File: config.mk
export PLATFORM = sky130hd
export DESIGN_NAME = mode_router
export DESIGN_NICKNAME = d
export VERILOG_FILES = /design/src/hdl/mode_router_pkg.sv /design/src/hdl/blink_gen.sv /design/src/hdl/do_router.sv /design/src/hdl/mode_router.sv
export VERILOG_INCLUDE_DIRS = /design/src /design/src/hdl
export SDC_FILE = /design/constraint.sdc
export NUM_CORES = 1
export LEC_CHECK = 0
export BUFFER_PORTS_ARGS = -buffer_cell sky130_fd_sc_hd__buf_2
export CORE_MARGIN = 1
export CORE_UTILIZATION = 30
export CTS_CLUSTER_DIAMETER = 80
export DETAILED_ROUTE_END_ITERATION = 8
export PLACE_DENSITY = 0.59
export SLEW_MARGIN = 20
export SYNTH_ARGS = -nofsm -noshare
export SYNTH_HDL_FRONTEND = slang
export SYNTH_HIERARCHICAL = 1
export SYNTH_SLANG_ARGS = --single-unit
File: constraint.sdc
create_clock -name clk -period 3.13 [get_ports clk]
set_input_delay 0.4695 -clock clk [delete_from_list [all_inputs] [get_ports clk]]
set_output_delay 0.4695 -clock clk [all_outputs]
set_load 0.1 [all_outputs]
File: src/hdl/mode_router_params.svh
`ifndef MODE_ROUTER_PARAMS_SVH
`define MODE_ROUTER_PARAMS_SVH
// Behaviour
// - One block request freezes that direction only
// - Both block requests hold output fully fixed
// - Blocking outranks safety, manual and tracking
// - Priority select 0 tracking first, 1 manual
// - Automatic only when no other request
// - Manual LED lit when manual active or preselected
// - External manual with front auto blinks 0.9
// - External manual falling edge returns to automatic
// - External LED on for tracking, safety, blocking
// - Manual first, tracking pending: external LED 0.5
// - Rhythm 0.9 is 0.1 off 0.9 on
// - Lock restricts front switching to auto or manual
// - Transmitter fault enters manual, last or safety
// - Serial write sets operator bit, front key clears
// - Remote lock 1 computer, 2 standby, 3 never
// - First internal key after serial shows warning
// - Only second key press performs the switching
// - Lock 3 inhibited by computer mode, 4 parallel
// - Computer mode is not internal and standby
// - Any message to any output, each invertible
// - Several signals on one output are ORed
// - Increment pulses on outputs 1,2,7,8, override
// - Unassigned output low, serial writable at 2
// - Tracking message needs no safety, block, or manual with priority select 1
// - Control difference offset by half scale
`define CLK_HZ          100000000
`define BLINK_PERIOD_MS 1000
`define BLINK_PERIOD_CYC (`CLK_HZ / 1000 * `BLINK_PERIOD_MS)
`define BLINK_OFF_CYC   (`BLINK_PERIOD_CYC / 10)
`define BLINK_HALF_CYC  (`BLINK_PERIOD_CYC / 2)
`define WARN_TIME_S     3
`define WARN_CYC        (`CLK_HZ * `WARN_TIME_S)
`define N_MSG           8
`define N_DO            8
`define AO_W            12
`define AO_HALF         12'h800
`define SEL_NONE        4'h0
`define FAULT_LAST_Y    2'h1
`define FAULT_SAFETY    2'h2
`define RLOCK_COMPUTER  2'h1
`define RLOCK_STANDBY   2'h2
`define MALOCK_AUTO     3'h1
`define MALOCK_MANUAL   3'h2
`define MALOCK_COMPUTER 3'h3
`define MALOCK_PARALLEL 3'h4
`define SACCESS_DO      2'h2
`define INCR_LOW_PAIR   3'h1
`define INCR_HIGH_PAIR  3'h2
`endif

File: src/hdl/mode_router_pkg.sv
package mode_router_pkg;
  typedef enum logic [2:0] {
    MODE_AUTO     = 3'b000,
    MODE_MANUAL   = 3'b001,
    MODE_TRACKING = 3'b010,
    MODE_SAFETY   = 3'b011,
    MODE_BLOCK    = 3'b100
  } mode_t;
endpackage

File: src/hdl/blink_gen.sv
`include "mode_router_params.svh"
module blink_gen (
  input  wire logic clk,
  input  wire logic arst_n,
  output logic      rhythm_09_r,
  output logic      rhythm_05_r
);
  logic [31:0] cnt_r;

  always_ff @(posedge clk or negedge arst_n) begin
    if (!arst_n) begin
      cnt_r <= 32'h0;
    end else if (cnt_r == 32'(`BLINK_PERIOD_CYC - 1)) begin
      cnt_r <= 32'h0;
    end else begin
      cnt_r <= cnt_r + 32'h1;
    end
  end

  always_ff @(posedge clk or negedge arst_n) begin
    if (!arst_n) begin
      rhythm_09_r <= 1'b0;
      rhythm_05_r <= 1'b0;
    end else begin
      rhythm_09_r <= (cnt_r >= 32'(`BLINK_OFF_CYC));
      rhythm_05_r <= (cnt_r >= 32'(`BLINK_HALF_CYC));
    end
  end
endmodule // blink_gen

File: src/hdl/do_router.sv
`include "mode_router_params.svh"
module do_router (
  input  wire logic             clk,
  input  wire logic             arst_n,
  input  wire logic [`N_MSG-1:0] msg,
  input  wire logic [`N_MSG-1:0] msg_invert,
  input  wire logic [`N_MSG*3-1:0] msg_route,
  input  wire logic [`N_MSG-1:0] msg_enable,
  input  wire logic [1:0]       incr_pulse,
  input  wire logic [2:0]       increment_route_setting,
  input  wire logic [1:0]       serial_access_setting,
  input  wire logic [`N_DO-1:0] serial_do_value,
  output logic [`N_DO-1:0]      dout_r
);
  logic [`N_DO-1:0] or_v;
  logic [`N_DO-1:0] assigned_v;
  logic [`N_DO-1:0] nxt;

  always_comb begin
    or_v       = '0;
    assigned_v = '0;
    for (int i = 0; i < `N_MSG; i++) begin
      if (msg_enable[i]) begin
        assigned_v[msg_route[i*3 +: 3]] = 1'b1;
        or_v[msg_route[i*3 +: 3]] = or_v[msg_route[i*3 +: 3]]
                                   | (msg[i] ^ msg_invert[i]);
      end
    end
    for (int d = 0; d < `N_DO; d++) begin
      if (assigned_v[d]) begin
        nxt[d] = or_v[d];
      end else if (serial_access_setting == `SACCESS_DO) begin
        nxt[d] = serial_do_value[d];
      end else begin
        nxt[d] = 1'b0;
      end
    end
    // Pulses never inverted, never ORed; only pairs 1/2 or 7/8
    case (increment_route_setting)
      `INCR_LOW_PAIR: begin
        nxt[0] = incr_pulse[0];
        nxt[1] = incr_pulse[1];
      end
      `INCR_HIGH_PAIR: begin
        nxt[6] = incr_pulse[0];
        nxt[7] = incr_pulse[1];
      end
      default: begin
      end
    endcase
  end

  always_ff @(posedge clk or negedge arst_n) begin
    if (!arst_n) begin
      dout_r <= '0;
    end else begin
      dout_r <= nxt;
    end
  end
endmodule // do_router

File: src/hdl/mode_router.sv
`include "mode_router_params.svh"
module mode_router (
  input  wire logic                  clk,
  input  wire logic                  arst_n,
  input  wire logic [1:0]            direction_block_request,
  input  wire logic                  safety_request,
  input  wire logic                  tracking_request,
  input  wire logic                  external_manual_request,
  input  wire logic                  front_manual_key,
  input  wire logic                  front_internal_key,
  input  wire logic                  transmitter_fault_msg,
  input  wire logic                  computer_standby_signal,
  input  wire logic                  priority_select_setting,
  input  wire logic [1:0]            fault_manual_setting,
  input  wire logic [2:0]            manual_auto_lock_setting,
  input  wire logic [1:0]            remote_write_lock_setting,
  input  wire logic [1:0]            serial_access_setting,
  input  wire logic [2:0]            increment_route_setting,
  input  wire logic                  serial_internal_write,
  input  wire logic                  serial_internal_value,
  input  wire logic                  serial_manual_write,
  input  wire logic                  serial_manual_value,
  input  wire logic                  serial_status_write,
  input  wire logic [`N_DO-1:0]      serial_do_value,
  input  wire logic [`N_MSG-1:0]     msg_invert,
  input  wire logic [`N_MSG*3-1:0]   msg_route,
  input  wire logic [`N_MSG-1:0]     msg_enable,
  input  wire logic [1:0]            incr_pulse,
  input  wire logic [`N_MSG-1:0]     alarm_msgs,
  input  wire logic signed [`AO_W-1:0] control_difference,
  output logic [2:0]                 active_mode_r,
  output logic                       hold_up_r,
  output logic                       hold_down_r,
  output logic                       load_safety_r,
  output logic                       manual_led_r,
  output logic                       external_led_r,
  output logic                       tracking_active_msg_r,
  output logic                       manual_msg_r,
  output logic                       computer_mode_msg_r,
  output logic                       no_standby_msg_r,
  output logic                       internal_setpoint_r,
  output logic                       last_operator_serial_r,
  output logic                       status_write_ok_r,
  output logic                       warning_r,
  output logic [`AO_W-1:0]           analog_out_r,
  output logic [`N_DO-1:0]           digital_out_r
);
  // ******************************
  // Local state
  // ******************************
  logic       front_manual_r;
  logic       ext_manual_d_r;
  logic       front_key_d_r;
  logic       int_key_d_r;
  logic       fault_d_r;
  logic       warn_armed_r;
  logic [31:0] warn_cnt_r;
  logic       r09;
  logic       r05;
  logic       manual_cond;
  logic       block_any;
  logic       serial_locked;
  logic       int_press;
  logic       man_press;
  mode_router_pkg::mode_t mode_nxt;
  logic [`N_MSG-1:0] msgs;

  assign int_press = front_internal_key & ~int_key_d_r;
  assign man_press = front_manual_key & ~front_key_d_r;
  assign block_any = |direction_block_request;
  assign manual_cond = external_manual_request | front_manual_r;

  // Serial switching lock: computer mode in lock 3, none in 4
  assign serial_locked = (manual_auto_lock_setting == `MALOCK_COMPUTER)
                         & computer_mode_msg_r;

  blink_gen u_blink (
    .clk         (clk),
    .arst_n      (arst_n),
    .rhythm_09_r (r09),
    .rhythm_05_r (r05)
  );

  // ******************************
  // Mode priority
  // ******************************
  always_comb begin
    if (block_any) begin
      mode_nxt = mode_router_pkg::MODE_BLOCK;
    end else if (safety_request) begin
      mode_nxt = mode_router_pkg::MODE_SAFETY;
    end else if (tracking_request && (!priority_select_setting || !manual_cond)) begin
      mode_nxt = mode_router_pkg::MODE_TRACKING;
    end else if (manual_cond) begin
      mode_nxt = mode_router_pkg::MODE_MANUAL;
    end else begin
      mode_nxt = mode_router_pkg::MODE_AUTO;
    end
  end

  always_ff @(posedge clk or negedge arst_n) begin
    if (!arst_n) begin
      active_mode_r  <= 3'h0;
      hold_up_r      <= 1'b0;
      hold_down_r    <= 1'b0;
      load_safety_r  <= 1'b0;
    end else begin
      active_mode_r <= mode_nxt;
      hold_up_r     <= direction_block_request[0];
      hold_down_r   <= direction_block_request[1];
      load_safety_r <= (mode_nxt == mode_router_pkg::MODE_SAFETY)
                       | (transmitter_fault_msg & ~fault_d_r
                          & (fault_manual_setting == `FAULT_SAFETY));
    end
  end

  // ******************************
  // Front manual state
  // ******************************
  always_ff @(posedge clk or negedge arst_n) begin
    if (!arst_n) begin
      front_manual_r <= 1'b0;
      ext_manual_d_r <= 1'b0;
      front_key_d_r  <= 1'b0;
      fault_d_r      <= 1'b0;
    end else begin
      ext_manual_d_r <= external_manual_request;
      front_key_d_r  <= front_manual_key;
      fault_d_r      <= transmitter_fault_msg;
      if (manual_auto_lock_setting == `MALOCK_AUTO) begin
        front_manual_r <= 1'b0;
      end else if (manual_auto_lock_setting == `MALOCK_MANUAL) begin
        front_manual_r <= 1'b1;
      end else if (transmitter_fault_msg && !fault_d_r &&
                   (fault_manual_setting == `FAULT_LAST_Y ||
                    fault_manual_setting == `FAULT_SAFETY)) begin
        front_manual_r <= 1'b1;
      end else if (serial_manual_write && !serial_locked) begin
        front_manual_r <= serial_manual_value;
      end else if (man_press) begin
        front_manual_r <= ~front_manual_r;
      end else if (!external_manual_request && ext_manual_d_r) begin
        front_manual_r <= 1'b0;
      end
    end
  end

  // ******************************
  // Internal key, warning, last operator
  // ******************************
  always_ff @(posedge clk or negedge arst_n) begin
    if (!arst_n) begin
      int_key_d_r            <= 1'b0;
      internal_setpoint_r    <= 1'b1;
      last_operator_serial_r <= 1'b0;
      warn_armed_r           <= 1'b0;
      warn_cnt_r             <= 32'h0;
      warning_r              <= 1'b0;
    end else begin
      int_key_d_r <= front_internal_key;
      if (serial_internal_write && !serial_locked) begin
        internal_setpoint_r <= serial_internal_value;
      end else if (int_press && (!last_operator_serial_r || warn_armed_r)) begin
        internal_setpoint_r <= ~internal_setpoint_r;
      end
      // Serial write wins over a simultaneous front clear
      if ((serial_internal_write || serial_manual_write) && !serial_locked) begin
        last_operator_serial_r <= 1'b1;
      end else if (int_press || man_press) begin
        last_operator_serial_r <= 1'b0;
      end
      if (int_press && last_operator_serial_r && !warn_armed_r) begin
        warn_armed_r <= 1'b1;
      end else if (int_press) begin
        warn_armed_r <= 1'b0;
      end
      // Fresh warning restarts the full span, even mid-count
      if (int_press && last_operator_serial_r && !warn_armed_r) begin
        warn_cnt_r <= 32'(`WARN_CYC);
      end else if (warn_cnt_r != 32'h0) begin
        warn_cnt_r <= warn_cnt_r - 32'h1;
      end
      warning_r <= (warn_cnt_r > 32'h1) | (int_press & last_operator_serial_r
                   & ~warn_armed_r);
    end
  end

  // ******************************
  // Indicators and messages
  // ******************************
  always_ff @(posedge clk or negedge arst_n) begin
    if (!arst_n) begin
      manual_led_r          <= 1'b0;
      external_led_r        <= 1'b0;
      tracking_active_msg_r <= 1'b0;
      manual_msg_r          <= 1'b0;
      computer_mode_msg_r   <= 1'b0;
      no_standby_msg_r      <= 1'b1;
      status_write_ok_r     <= 1'b1;
    end else begin
      if (external_manual_request && !front_manual_r) begin
        manual_led_r <= r09;
      end else begin
        manual_led_r <= manual_cond;
      end
      if (priority_select_setting && manual_cond && tracking_request
          && !block_any && !safety_request) begin
        external_led_r <= r05;
      end else begin
        external_led_r <= (mode_nxt == mode_router_pkg::MODE_TRACKING)
                          | (mode_nxt == mode_router_pkg::MODE_SAFETY)
                          | (mode_nxt == mode_router_pkg::MODE_BLOCK);
      end
      tracking_active_msg_r <= tracking_request & ~safety_request & ~block_any
                               & ~(priority_select_setting & manual_cond);
      manual_msg_r <= (mode_nxt == mode_router_pkg::MODE_MANUAL);
      computer_mode_msg_r <= ~internal_setpoint_r & computer_standby_signal;
      no_standby_msg_r <= ~(~internal_setpoint_r & computer_standby_signal);
      case (remote_write_lock_setting)
        `RLOCK_COMPUTER: status_write_ok_r <= ~computer_mode_msg_r;
        `RLOCK_STANDBY:  status_write_ok_r <= ~computer_standby_signal;
        default:         status_write_ok_r <= 1'b1;
      endcase
    end
  end

  // ******************************
  // Analog output
  // ******************************
  always_ff @(posedge clk or negedge arst_n) begin
    if (!arst_n) begin
      analog_out_r <= `AO_HALF;
    end else begin
      analog_out_r <= control_difference + `AO_HALF;
    end
  end

  // ******************************
  // Digital outputs
  // ******************************
  // Message set: 0 no standby, 1 computer, 2 manual, 3 tracking,
  // 4 transmitter fault, 5..7 alarms from outside
  assign msgs = {alarm_msgs[2:0], transmitter_fault_msg, tracking_active_msg_r,
                 manual_msg_r, computer_mode_msg_r, no_standby_msg_r};

  do_router u_do (
    .clk                     (clk),
    .arst_n                  (arst_n),
    .msg                     (msgs),
    .msg_invert              (msg_invert),
    .msg_route               (msg_route),
    .msg_enable              (msg_enable),
    .incr_pulse              (incr_pulse),
    .increment_route_setting (increment_route_setting),
    .serial_access_setting   (serial_access_setting),
    .serial_do_value         (serial_do_value),
    .dout_r                  (digital_out_r)
  );

  // ******************************
  // Checks
  // ******************************
  property p_block_first;
    @(posedge clk) disable iff (!arst_n)
      block_any |=> active_mode_r == 3'(mode_router_pkg::MODE_BLOCK);
  endproperty
  a_block_first: assert property (p_block_first) else $error("block not first");

  property p_both_hold;
    @(posedge clk) disable iff (!arst_n)
      (&direction_block_request) |=> (hold_up_r && hold_down_r);
  endproperty
  a_both_hold: assert property (p_both_hold) else $error("not fully held");

  property p_auto_only;
    @(posedge clk) disable iff (!arst_n)
      (!block_any && !safety_request && !tracking_request && !manual_cond)
      |=> active_mode_r == 3'(mode_router_pkg::MODE_AUTO);
  endproperty
  a_auto_only: assert property (p_auto_only) else $error("auto wrong");

  property p_trk_msg;
    @(posedge clk) disable iff (!arst_n)
      (tracking_request && safety_request) |=> !tracking_active_msg_r;
  endproperty
  a_trk_msg: assert property (p_trk_msg) else $error("tracking msg wrong");

  property p_cm_msg;
    @(posedge clk) disable iff (!arst_n)
      1'b1 |=> computer_mode_msg_r == ($past(~internal_setpoint_r)
                                       & $past(computer_standby_signal));
  endproperty
  a_cm_msg: assert property (p_cm_msg) else $error("computer msg wrong");

  property p_ext_fall;
    @(posedge clk) disable iff (!arst_n)
      ($fell(external_manual_request) && manual_auto_lock_setting == 3'h0
       && !man_press && !serial_manual_write && !transmitter_fault_msg)
      |=> !front_manual_r;
  endproperty
  a_ext_fall: assert property (p_ext_fall) else $error("no return to auto");

  property p_serial_set;
    @(posedge clk) disable iff (!arst_n)
      (serial_manual_write && !serial_locked) |=> last_operator_serial_r;
  endproperty
  a_serial_set: assert property (p_serial_set) else $error("status bit not set");

  property p_warn_no_switch;
    @(posedge clk) disable iff (!arst_n)
      (int_press && last_operator_serial_r && !warn_armed_r && !serial_internal_write)
      |=> (internal_setpoint_r == $past(internal_setpoint_r)) && warning_r;
  endproperty
  a_warn_no_switch: assert property (p_warn_no_switch) else $error("first press switched");
endmodule // mode_router

==> results of run 1 <==
## stage by stage
stage	total power, µW	area, µm²	hold WS, ps	setup slack, ps	util, %
after floorplan	2350	7190	174	18.6	-
after global placement	2720	8560	440	-385	36.4
after detailed placement	2730	8560	439	-342	36.4
after CTS	3950	8930	197	-9.32	38.1
after global routing	4120	8970	198	-104	38.2
final	3920	8970	180	26.2	38.2
## routing by layer
layer	global-route usage, %	share of wire (%)	routed length [µm]
met3	2.24	5.3	1150
met1	24.9	46	9850
met4	7.28	2.9	618
met2	28.5	46	9890
met5	0	0	0
## what timing repair did
action	4_1_cts	5_1_grt
setup buffers	3	0
endpoints found under the setup margin	6	6
gates resized for setup	12	11
pin swaps	8	3
## cell usage after synthesis, drive strengths merged, types with 3 or more instances
cell type / count / share of area, %
nand3b: 3 / 0.31
o21ai: 33 / 2.3
o22ai: 5 / 0.44
nor2b: 18 / 1.6
inv: 24 / 1.3
a41oi: 5 / 0.87
nand2: 90 / 4.8
o2111ai: 7 / 0.85
o21a: 5 / 0.52
and4: 11 / 1.4
nand2b: 24 / 2.1
a21oi: 34 / 2.4
a22oi: 3 / 0.31
o31ai: 13 / 1.6
nor3b: 5 / 0.52
and3: 16 / 1.4
o211ai: 8 / 0.84
o31a: 3 / 0.37
a21o: 4 / 0.42
dfstp: 4 / 1.5
o311ai: 5 / 0.85
a211oi: 9 / 1.0
nand4b: 4 / 0.49
nand3: 36 / 2.6
xnor2: 20 / 2.4
a2111oi: 6 / 0.82
or4: 14 / 1.5
nor4b: 3 / 0.54
clkbuf: 16 / 0.85
o221ai: 3 / 0.45
nand4: 25 / 2.4
ha: 7 / 1.2
dfrtp: 104 / 36
nor2: 80 / 4.4
nor3: 29 / 2.2
a21boi: 3 / 0.31
a31oi: 11 / 0.96
or2: 7 / 0.61
buf: 17 / 1.8
nor4bb: 4 / 0.56
nor4: 23 / 2.5
xor2: 24 / 3.2
or3: 22 / 2.1
## power breakdown
group / internal [µW] / total (µW) / switching (µW)
Combinational: 370 / 1130 / 763
Clock: 633 / 1180 / 552
Sequential: 1500 / 1600 / 97.3
## cell families after synthesis
logic type,count (synthesis),share of synthesized area (%)
and+or+nand+nor,422,33.0
AOI/OAI and AO/OA,176,18.0
DFF,108,37.7
buffers and inverters,57,3.95
xor gates and xnor gates,44,5.63
adders and majority gates,7,1.22
muxes,3,0.453
## cell type report
| cell class | instances | area [µm²] |
|---|---|---|
| Clock buffer | 9 | 225 |
| Clock inverter | 7 | 86.3 |
| Fill cell | 2393 | 14500 |
| Inverter | 24 | 90.1 |
| Multi-Input combinational cell | 652 | 4280 |
| Sequential cell | 108 | 2710 |
| Tap cell | 319 | 399 |
| Timing Repair Buffer | 196 | 1180 |
## flip-flops by register name, summed over array words and instances, names as in the netlist, 3 cells and up
| register | flops |
|---|---|
| u_do/dout_r | 8 |
| analog_out_r | 12 |
| warn_cnt_r | 32 |
| u_blink/cnt_r | 32 |
| active_mode_r | 3 |
## path summary, 6_finish.rpt
path | cells after the start | startpoint | slack (ps) | to
setup / recovery | 10 | no_standby_msg_r | 30 | u_do/dout_r[2]
hold / removal | 1 | arst_n | 180 | analog_out_r[8]
setup reg to reg | 10 | no_standby_msg_r | 30 | u_do/dout_r[2]
hold reg to reg | 1 | u_blink/rhythm_09_r | 460 | manual_led_r
max in group asynchronous | 2 | arst_n | 2170 | u_blink/cnt_r[29]
min in group clk | 1 | control_difference[7] | 210 | analog_out_r[7]
## worst reg2reg max path, cell delays in order, from the launching register on
cell       delay (ps)
dfstp_4           660
xor2_4            230
a41oi_4           200
nor4_4            330
a211oi_2          180
o211a_4           280
or3_4             370
a311o_1           300
o2111ai_2         100
nand3_2           130
a32oi_1           230
==> run metrics, run 1 <==
commonest non-fill, non-tap cell in the layout buf_2; Max stage delay cell, worst path dfstp_4; Setup TNS Final 0 ps; Worst EP required 3400 ps; drt total wl 21500 µm; actual slew at the worst max-slew pin 906 ps; first-pass GRT wire length 34800 µm; warnings from Yosys 6; synth unique cells 92; Top Family by Delay on Critical Path compound AO/OA/AOI/OAI gates; async set-or-reset flop fraction in the synthesized netlist 100%; Slew HR 39.1%; I/O pin count 135; P&R area growth vs syn 24.9%; most frequent cells in the layout buf_2 (127), dfrtp_1 (103), nand2_1 (89); syn_nets 923; Num CTS Buffers 9; Worst-Skew Late Latency 360 ps; Final Hold Violating Endpoints 0; Synth Cell Area 7180 µm²; clk buf depth 2; CTS Sinks 108; Antenna Nets Post-Route 0; Seq/Total Area, Yosys 37.7%; # nets final 1097; DP Cell Count 1297; Post-Syn Area per Cell 8.79 µm²; Slew Viols, Final 0; 1st-pass router iterations 7; largest net degree at the start of global routing 62; drt wl/cell 16.4 µm; CP startpoint kind flop; via count 6978; crit-path cells xor2_4, a41oi_4, nor4_4, a211oi_2, o211a_4, or3_4, a311o_1, o2111ai_2, nand3_2, a32oi_1; Core ar. 23500 µm²; ANT cells 0; RSZ-0062 raised after global routing yes; skew final 11.1 ps; GRT Util Overall 18.0%; H-tree levels 3; Crit Path Category flop to flop; number of port buffers 128; Synth Register Bits 108; maximum clock frequency 0.322 GHz; HPWL after DPL 16700 µm; Synth Flop Type dfrtp_1; initial antenna violation count 0; Finish-stage setup viols 0; crit path buf inv count 0; RD Place Congestion 0.977; Via density 5.31; peak supply drop 0.000341 V; status finished clean; share of layout cells above drive strength 1 26.9%; full die area 24600 µm²; Period minus WS final 3100 ps; Critical Path Fanout Max 4; post-route insts no fill 1315; gr ovfl total 0; Die W 157 µm; hold crit path type input port to async pin; EDFF count, synth 0; leakage power 0.00391 µW; Root Driver clkbuf_16; fin crit share 99.2%; Max-Cap Viols 0; site row count 56; clock slew at reported path FFs 80 ps; Gate Count Post-Synth 817; vias in the first global route 6705; Starting Density 30.6%; CTS tree built; Worst Setup End Kind flop; 1st-iter DRT viols 567; Pwr per Cell Area 437 nW/µm²; Post-CTS Hold Buffers 0; Largest stage delay, worst path 660 ps; Residual DRC 0; Die Ht 157 µm; Crit path arrival time 3380 ps
(Power assumes the default switching activity.)
==> run 2: changes to the inputs <==
==> constraint.sdc (replaced) <==
create_clock -name clk -period 3.13 [get_ports clk]
set_input_delay 0.4695 -clock clk [delete_from_list [all_inputs] [get_ports clk]]
set_output_delay 0.4695 -clock clk [all_outputs]
set_load 0.05 [all_outputs]
==> run 2 against run 1 <==
Against the previous run: sequential power barely moved; final area rose by 0.52%; flip-flop and latch count did not move; critical path type unchanged; via count barely moved; highest routed layer unchanged; combinational power fell by 12%; utilization rose by 0.20 points.
==> run metrics, run 2 (same netlist as run 1, synthesis figures left out) <==
actual slew at the worst max-slew pin 882 ps; Starting Density 30.6%; gr ovfl total 0; full die area 24600 µm²; P&R area growth vs syn 25.6%; RSZ-0062 raised after global routing yes; H-tree levels 3; Root Driver clkbuf_16; Core ar. 23500 µm²; Tot Pwr 3710 µW; ANT cells 0; 1st-pass router iterations 5; commonest non-fill, non-tap cell in the layout buf_2; Max stage delay cell, worst path dfstp_2; Pwr per Cell Area 412 nW/µm²; fin crit share 97.4%; Residual DRC 0; I/O pin count 135; largest net degree at the start of global routing 66; Worst-Skew Late Latency 360 ps; maximum clock frequency 0.328 GHz; crit-path cells xor2_4, a41oi_4, nor4_4, a211oi_2, buf_4, o211a_4, or3_4, a311o_1, o2111ai_2, nand3_2, a32oi_1; Worst EP required 3410 ps; CP startpoint kind flop; RD Place Congestion 0.967; Worst Setup End Kind flop; Max-Cap Viols 0; Finish-stage setup viols 0; peak supply drop 0.000254 V; Crit path arrival time 3330 ps; number of port buffers 128; status finished clean; Fin Hold WS 189 ps; # fillers 2452; Die Ht 157 µm; drt total wl 21400 µm; leakage power 0.00391 µW; Period minus WS final 3050 ps; drt wl/cell 16.2 µm; Largest stage delay, worst path 610 ps; 1st-iter DRT viols 420; hold crit path type input port to async pin; HPWL after DPL 16700 µm; share of layout cells above drive strength 1 27.5%; initial antenna violation count 0; Post-CTS Hold Buffers 0; Critical Path Fanout Max 4; skew final 10.8 ps; clk buf depth 2; Die W 157 µm; clock slew at reported path FFs 80 ps; most frequent cells in the layout buf_2 (127), dfrtp_1 (104), nand2_1 (88); Slew Viols, Final 0; Via density 5.29; vias in the first global route 6683; site row count 56; Antenna Nets Post-Route 0; CTS Sinks 108; # nets final 1099; GRT Util Overall 17.8%; R2R setup slack 80 ps; CTS tree built; Crit Path Category flop to flop; Slew HR 40.7%; via count 6973; top flop regs u_blink/cnt_r: 32 flops, warn_cnt_r: 32 flops, analog_out_r: 12 flops; Final Hold Violating Endpoints 0; first-pass GRT wire length 34600 µm; Worst R2R Path Depth 11; Num CTS Buffers 9
run 2: critical path, delay by kind of cell, from the launching register on:
| kind | cells | cell delay, ps |
|---|---|---|
| AO/OA/AOI/OAI | 6 | 1160 |
| AND/OR/NAND/NOR | 3 | 800 |
| flip-flops | 1 | 610 |
| XOR/XNOR | 1 | 230 |
| buffers and inverters | 1 | 180 |
run 2: layout make-up:
| type | count | area [µm²] | share of cell area, % |
|---|---|---|---|
| multi-input combinational | 652 | 4340 | 48.1 |
| sequential | 108 | 2710 | 30.0 |
| inverter | 24 | 90.1 | 0.999 |
| timing repair buffer | 198 | 1190 | 13.2 |
| clock inverter | 7 | 68.8 | 0.763 |
| tap | 319 | 399 | 4.43 |
| clock buffer | 9 | 225 | 2.50 |
run 2: repair_timing:
item / in CTS / in global routing
gates cloned: 0 / 0
gates resized for setup: 14 / 21
pin swaps: 11 / 9
setup buffers: 3 / 1
setup endpoints to repair: 5 / 6
run 2: metal layers:
metal / track usage [%] / part of all wire (%) / wire length (µm) / up-vias
met4: 7.14 / 3.2 / 690 / 0
met2: 28.4 / 45 / 9710 / 209
met5: 0 / 0 / 0 / -
met1: 24.3 / 47 / 9960 / 3320
li1: - / - / - / 3399
met3: 2.55 / 4.8 / 1040 / 45
run 2: path summary, 6_finish.rpt:
check | startpoint | end
worst min-delay path | arst_n | u_blink/cnt_r[1]
worst max register to register | no_standby_msg_r | u_do/dout_r[2]
min in group clk | control_difference[10] | analog_out_r[10]
max in group asynchronous | arst_n | no_standby_msg_r
worst max-delay path | no_standby_msg_r | u_do/dout_r[2]
worst min register to register | u_blink/rhythm_09_r | manual_led_r
run 2: metrics by stage:
| step | util [%] | setup slack [ps] | std cells | cell area [µm²] | TNS [ps] |
|---|---|---|---|---|---|
| floorplan | - | 27.5 | 817 | 7180 | 0 |
| global placement | 36.4 | -360 | 1297 | 8540 | -1840 |
| detailed placement | 36.4 | -410 | 1297 | 8540 | -2070 |
| CTS | 38.0 | 6.69 | 1316 | 8910 | 0 |
| global route | 38.4 | -67.1 | 1317 | 9020 | -96.1 |
| finish | 38.4 | 82.7 | 1317 | 9020 | 0 |
run 2: power breakdown:
group,switching [µW],total (µW),internal (µW)
clock,567,1130,560
sequential,93.5,1590,1500
combinational,621,991,370
total,1280,3710,2430
==> run 3: changes to the inputs <==
CORE_ASPECT_RATIO = 0.75   (was not set)
SKIP_LAST_GASP = 1   (was not set)
==> run 3 against run 2 <==
Against the previous run: die area is essentially flat; cell count shrank 2.0%; largest power group unchanged; critical path type unchanged; flip-flop and latch count is the same; sequential power is essentially flat.
==> run metrics, run 3 (same netlist as run 1, synthesis figures left out) <==
Slew Viols, Final 0; commonest non-fill, non-tap cell in the layout buf_2; area occupied by multi-input gates 4390 µm²; Critical Path Fanout Max 4; full die area 24600 µm²; Worst EP required 3370 ps; maximum clock frequency 0.324 GHz; number of port buffers 128; HPWL after DPL 16700 µm; Max-Cap Viols 0; largest net degree at the start of global routing 59; I/O pin count 135; 1st-pass router iterations 5; Residual DRC 0; register area 2710 µm²; ANT cells 0; Num CTS Buffers 9; Root Driver clkbuf_16; Core ar. 23200 µm²; Sw Pwr 1310 µW; Worst R2R Path Depth 13; Reg-to-Reg End u_do/dout_r[0]; Max stage delay cell, worst path dfstp_2; RD Place Congestion 0.932; Tot Pwr 3750 µW; Crit path arrival time 3330 ps; # fillers 2360; Worst R2R Start no_standby_msg_r; share of layout cells above drive strength 1 27.1%; Pwr per Cell Area 417 nW/µm²; initial antenna violation count 0; top flop regs u_blink/cnt_r: 32 flops, warn_cnt_r: 32 flops, analog_out_r: 12 flops; Worst Setup End Kind flop; GRT Util Overall 17.5%; first-pass GRT wire length 34000 µm; gr ovfl total 0; Crit Path Category flop to flop; skew final 11.0 ps; drt total wl 21700 µm; site row count 48; via count 6966; Starting Density 30.9%; P&R area growth vs syn 25.2%; Pint 2430 µW; Post-CTS Hold Buffers 0; Setup TNS Final 0 ps; Switching Share 35.0%; Die W 181 µm; CP startpoint kind flop; drt wl/cell 16.8 µm; 1st-iter DRT viols 573; CTS Sinks 108; clk buf depth 2; R2R setup slack 40 ps; most frequent cells in the layout buf_2 (127), dfrtp_1 (104), nand2_1 (88); fin crit share 98.6%; Final Hold Violating Endpoints 0; sequential fraction of design power 42.7%; Antenna Nets Post-Route 0; Finish-stage setup viols 0; leakage power 0.00390 µW; Die Ht 136 µm; crit-path cells buf_4, xnor2_2, buf_4, nor4_1, or3_1, a31o_2, o2111ai_2, nand3b_1, buf_6, nor2_4, o221ai_2, a2111o_1, mux2_4; # nets final 1092; CTS tree built; Period minus WS final 3090 ps; H-tree levels 3; vias in the first global route 6267; clock slew at reported path FFs 80 ps; Via density 5.40; Slew HR 45.0%; Largest stage delay, worst path 590 ps; logic gate share of total power 27.4%; power share of the clock group 29.9%; actual slew at the worst max-slew pin 817 ps; most used cell, CP buf_4; peak supply drop 0.000216 V; RSZ-0062 raised after global routing yes; status finished clean; hold crit path type input port to async pin; Worst-Skew Late Latency 360 ps
==> run 3: changes by cell type in the layout (fill, tap and decap cells not counted), sizes merged <==
cell,delta
clkbuf,+1
clkinvlp,-1
buf,-7
==> run 3: power by group through the flow <==
stage	combinational [µW]	sequential [µW]	clock, µW
after CTS	984	1600	1170
after floorplan	468	1740	0
final	1030	1600	1120
after detailed placement	971	1630	0
after global placement	961	1620	0
after global routing	1120	1620	1230
==> run 3: cell type report <==
| type | count | area share (%) |
|---|---|---|
| multi-input combinational | 652 | 48.8 |
| sequential | 108 | 30.1 |
| timing repair buffer | 191 | 12.8 |
| tap | 300 | 4.18 |
| clock inverter | 6 | 0.598 |
| clock buffer | 10 | 2.55 |
| inverter | 24 | 1.00 |
==> run 3: per-layer routing <==
layer	share of wire, %	vias to the layer above	routed length [µm]	GRT usage (%)
met4	0.56	0	122	2.66
met5	0	-	0	0
li1	-	3380	-	-
met1	50	3313	10800	26.5
met3	7.1	11	1550	4.13
met2	43	262	9270	25.3
==> run 3: how the worst max path moves through the flow <==
stage | startpoint | endpoint | slack, ps | depth (start not counted)
6_report | no_standby_msg_r | u_do/dout_r[0] | 40 | 13
4_1_cts | no_standby_msg_r | u_do/dout_r[3] | -20 | 11
3_5_place_dp | msg_route[4] | u_do/dout_r[3] | -510 | 12
2_1_floorplan | no_standby_msg_r | u_do/dout_r[4] | 30 | 10
5_1_grt | no_standby_msg_r | u_do/dout_r[5] | -170 | 13
3_3_place_gp | msg_route[4] | u_do/dout_r[4] | -440 | 12
==> run 3: metrics by stage <==
step | setup slack (ps) | utilization [%] | instances | hold WS [ps] | instance area [µm²]
floorplan | 27.5 | - | 817 | 174 | 7180
global placement | -437 | 36.4 | 1272 | 439 | 8470
detailed placement | -506 | 36.4 | 1272 | 459 | 8470
CTS | -15.1 | 37.9 | 1289 | 189 | 8810
global route | -166 | 38.7 | 1291 | 183 | 8990
finish | 43.1 | 38.7 | 1291 | 177 | 8990
==> run 3: worst max-delay path: cells and delay by family, from the launching register on <==
| kind | cells | cell delay, ps |
|---|---|---|
| AO/OA/AOI/OAI | 4 | 920 |
| XOR/XNOR | 1 | 130 |
| buffers and inverters | 3 | 440 |
| flip-flops | 1 | 590 |
| multiplexers | 1 | 280 |
| AND/OR/NAND/NOR | 4 | 590 |
==> run 3: what timing repair did <==
action,CTS,global route
endpoints found under the setup margin,6,6
gates resized for setup,11,31
buffers inserted,1,3
pin swaps,5,16
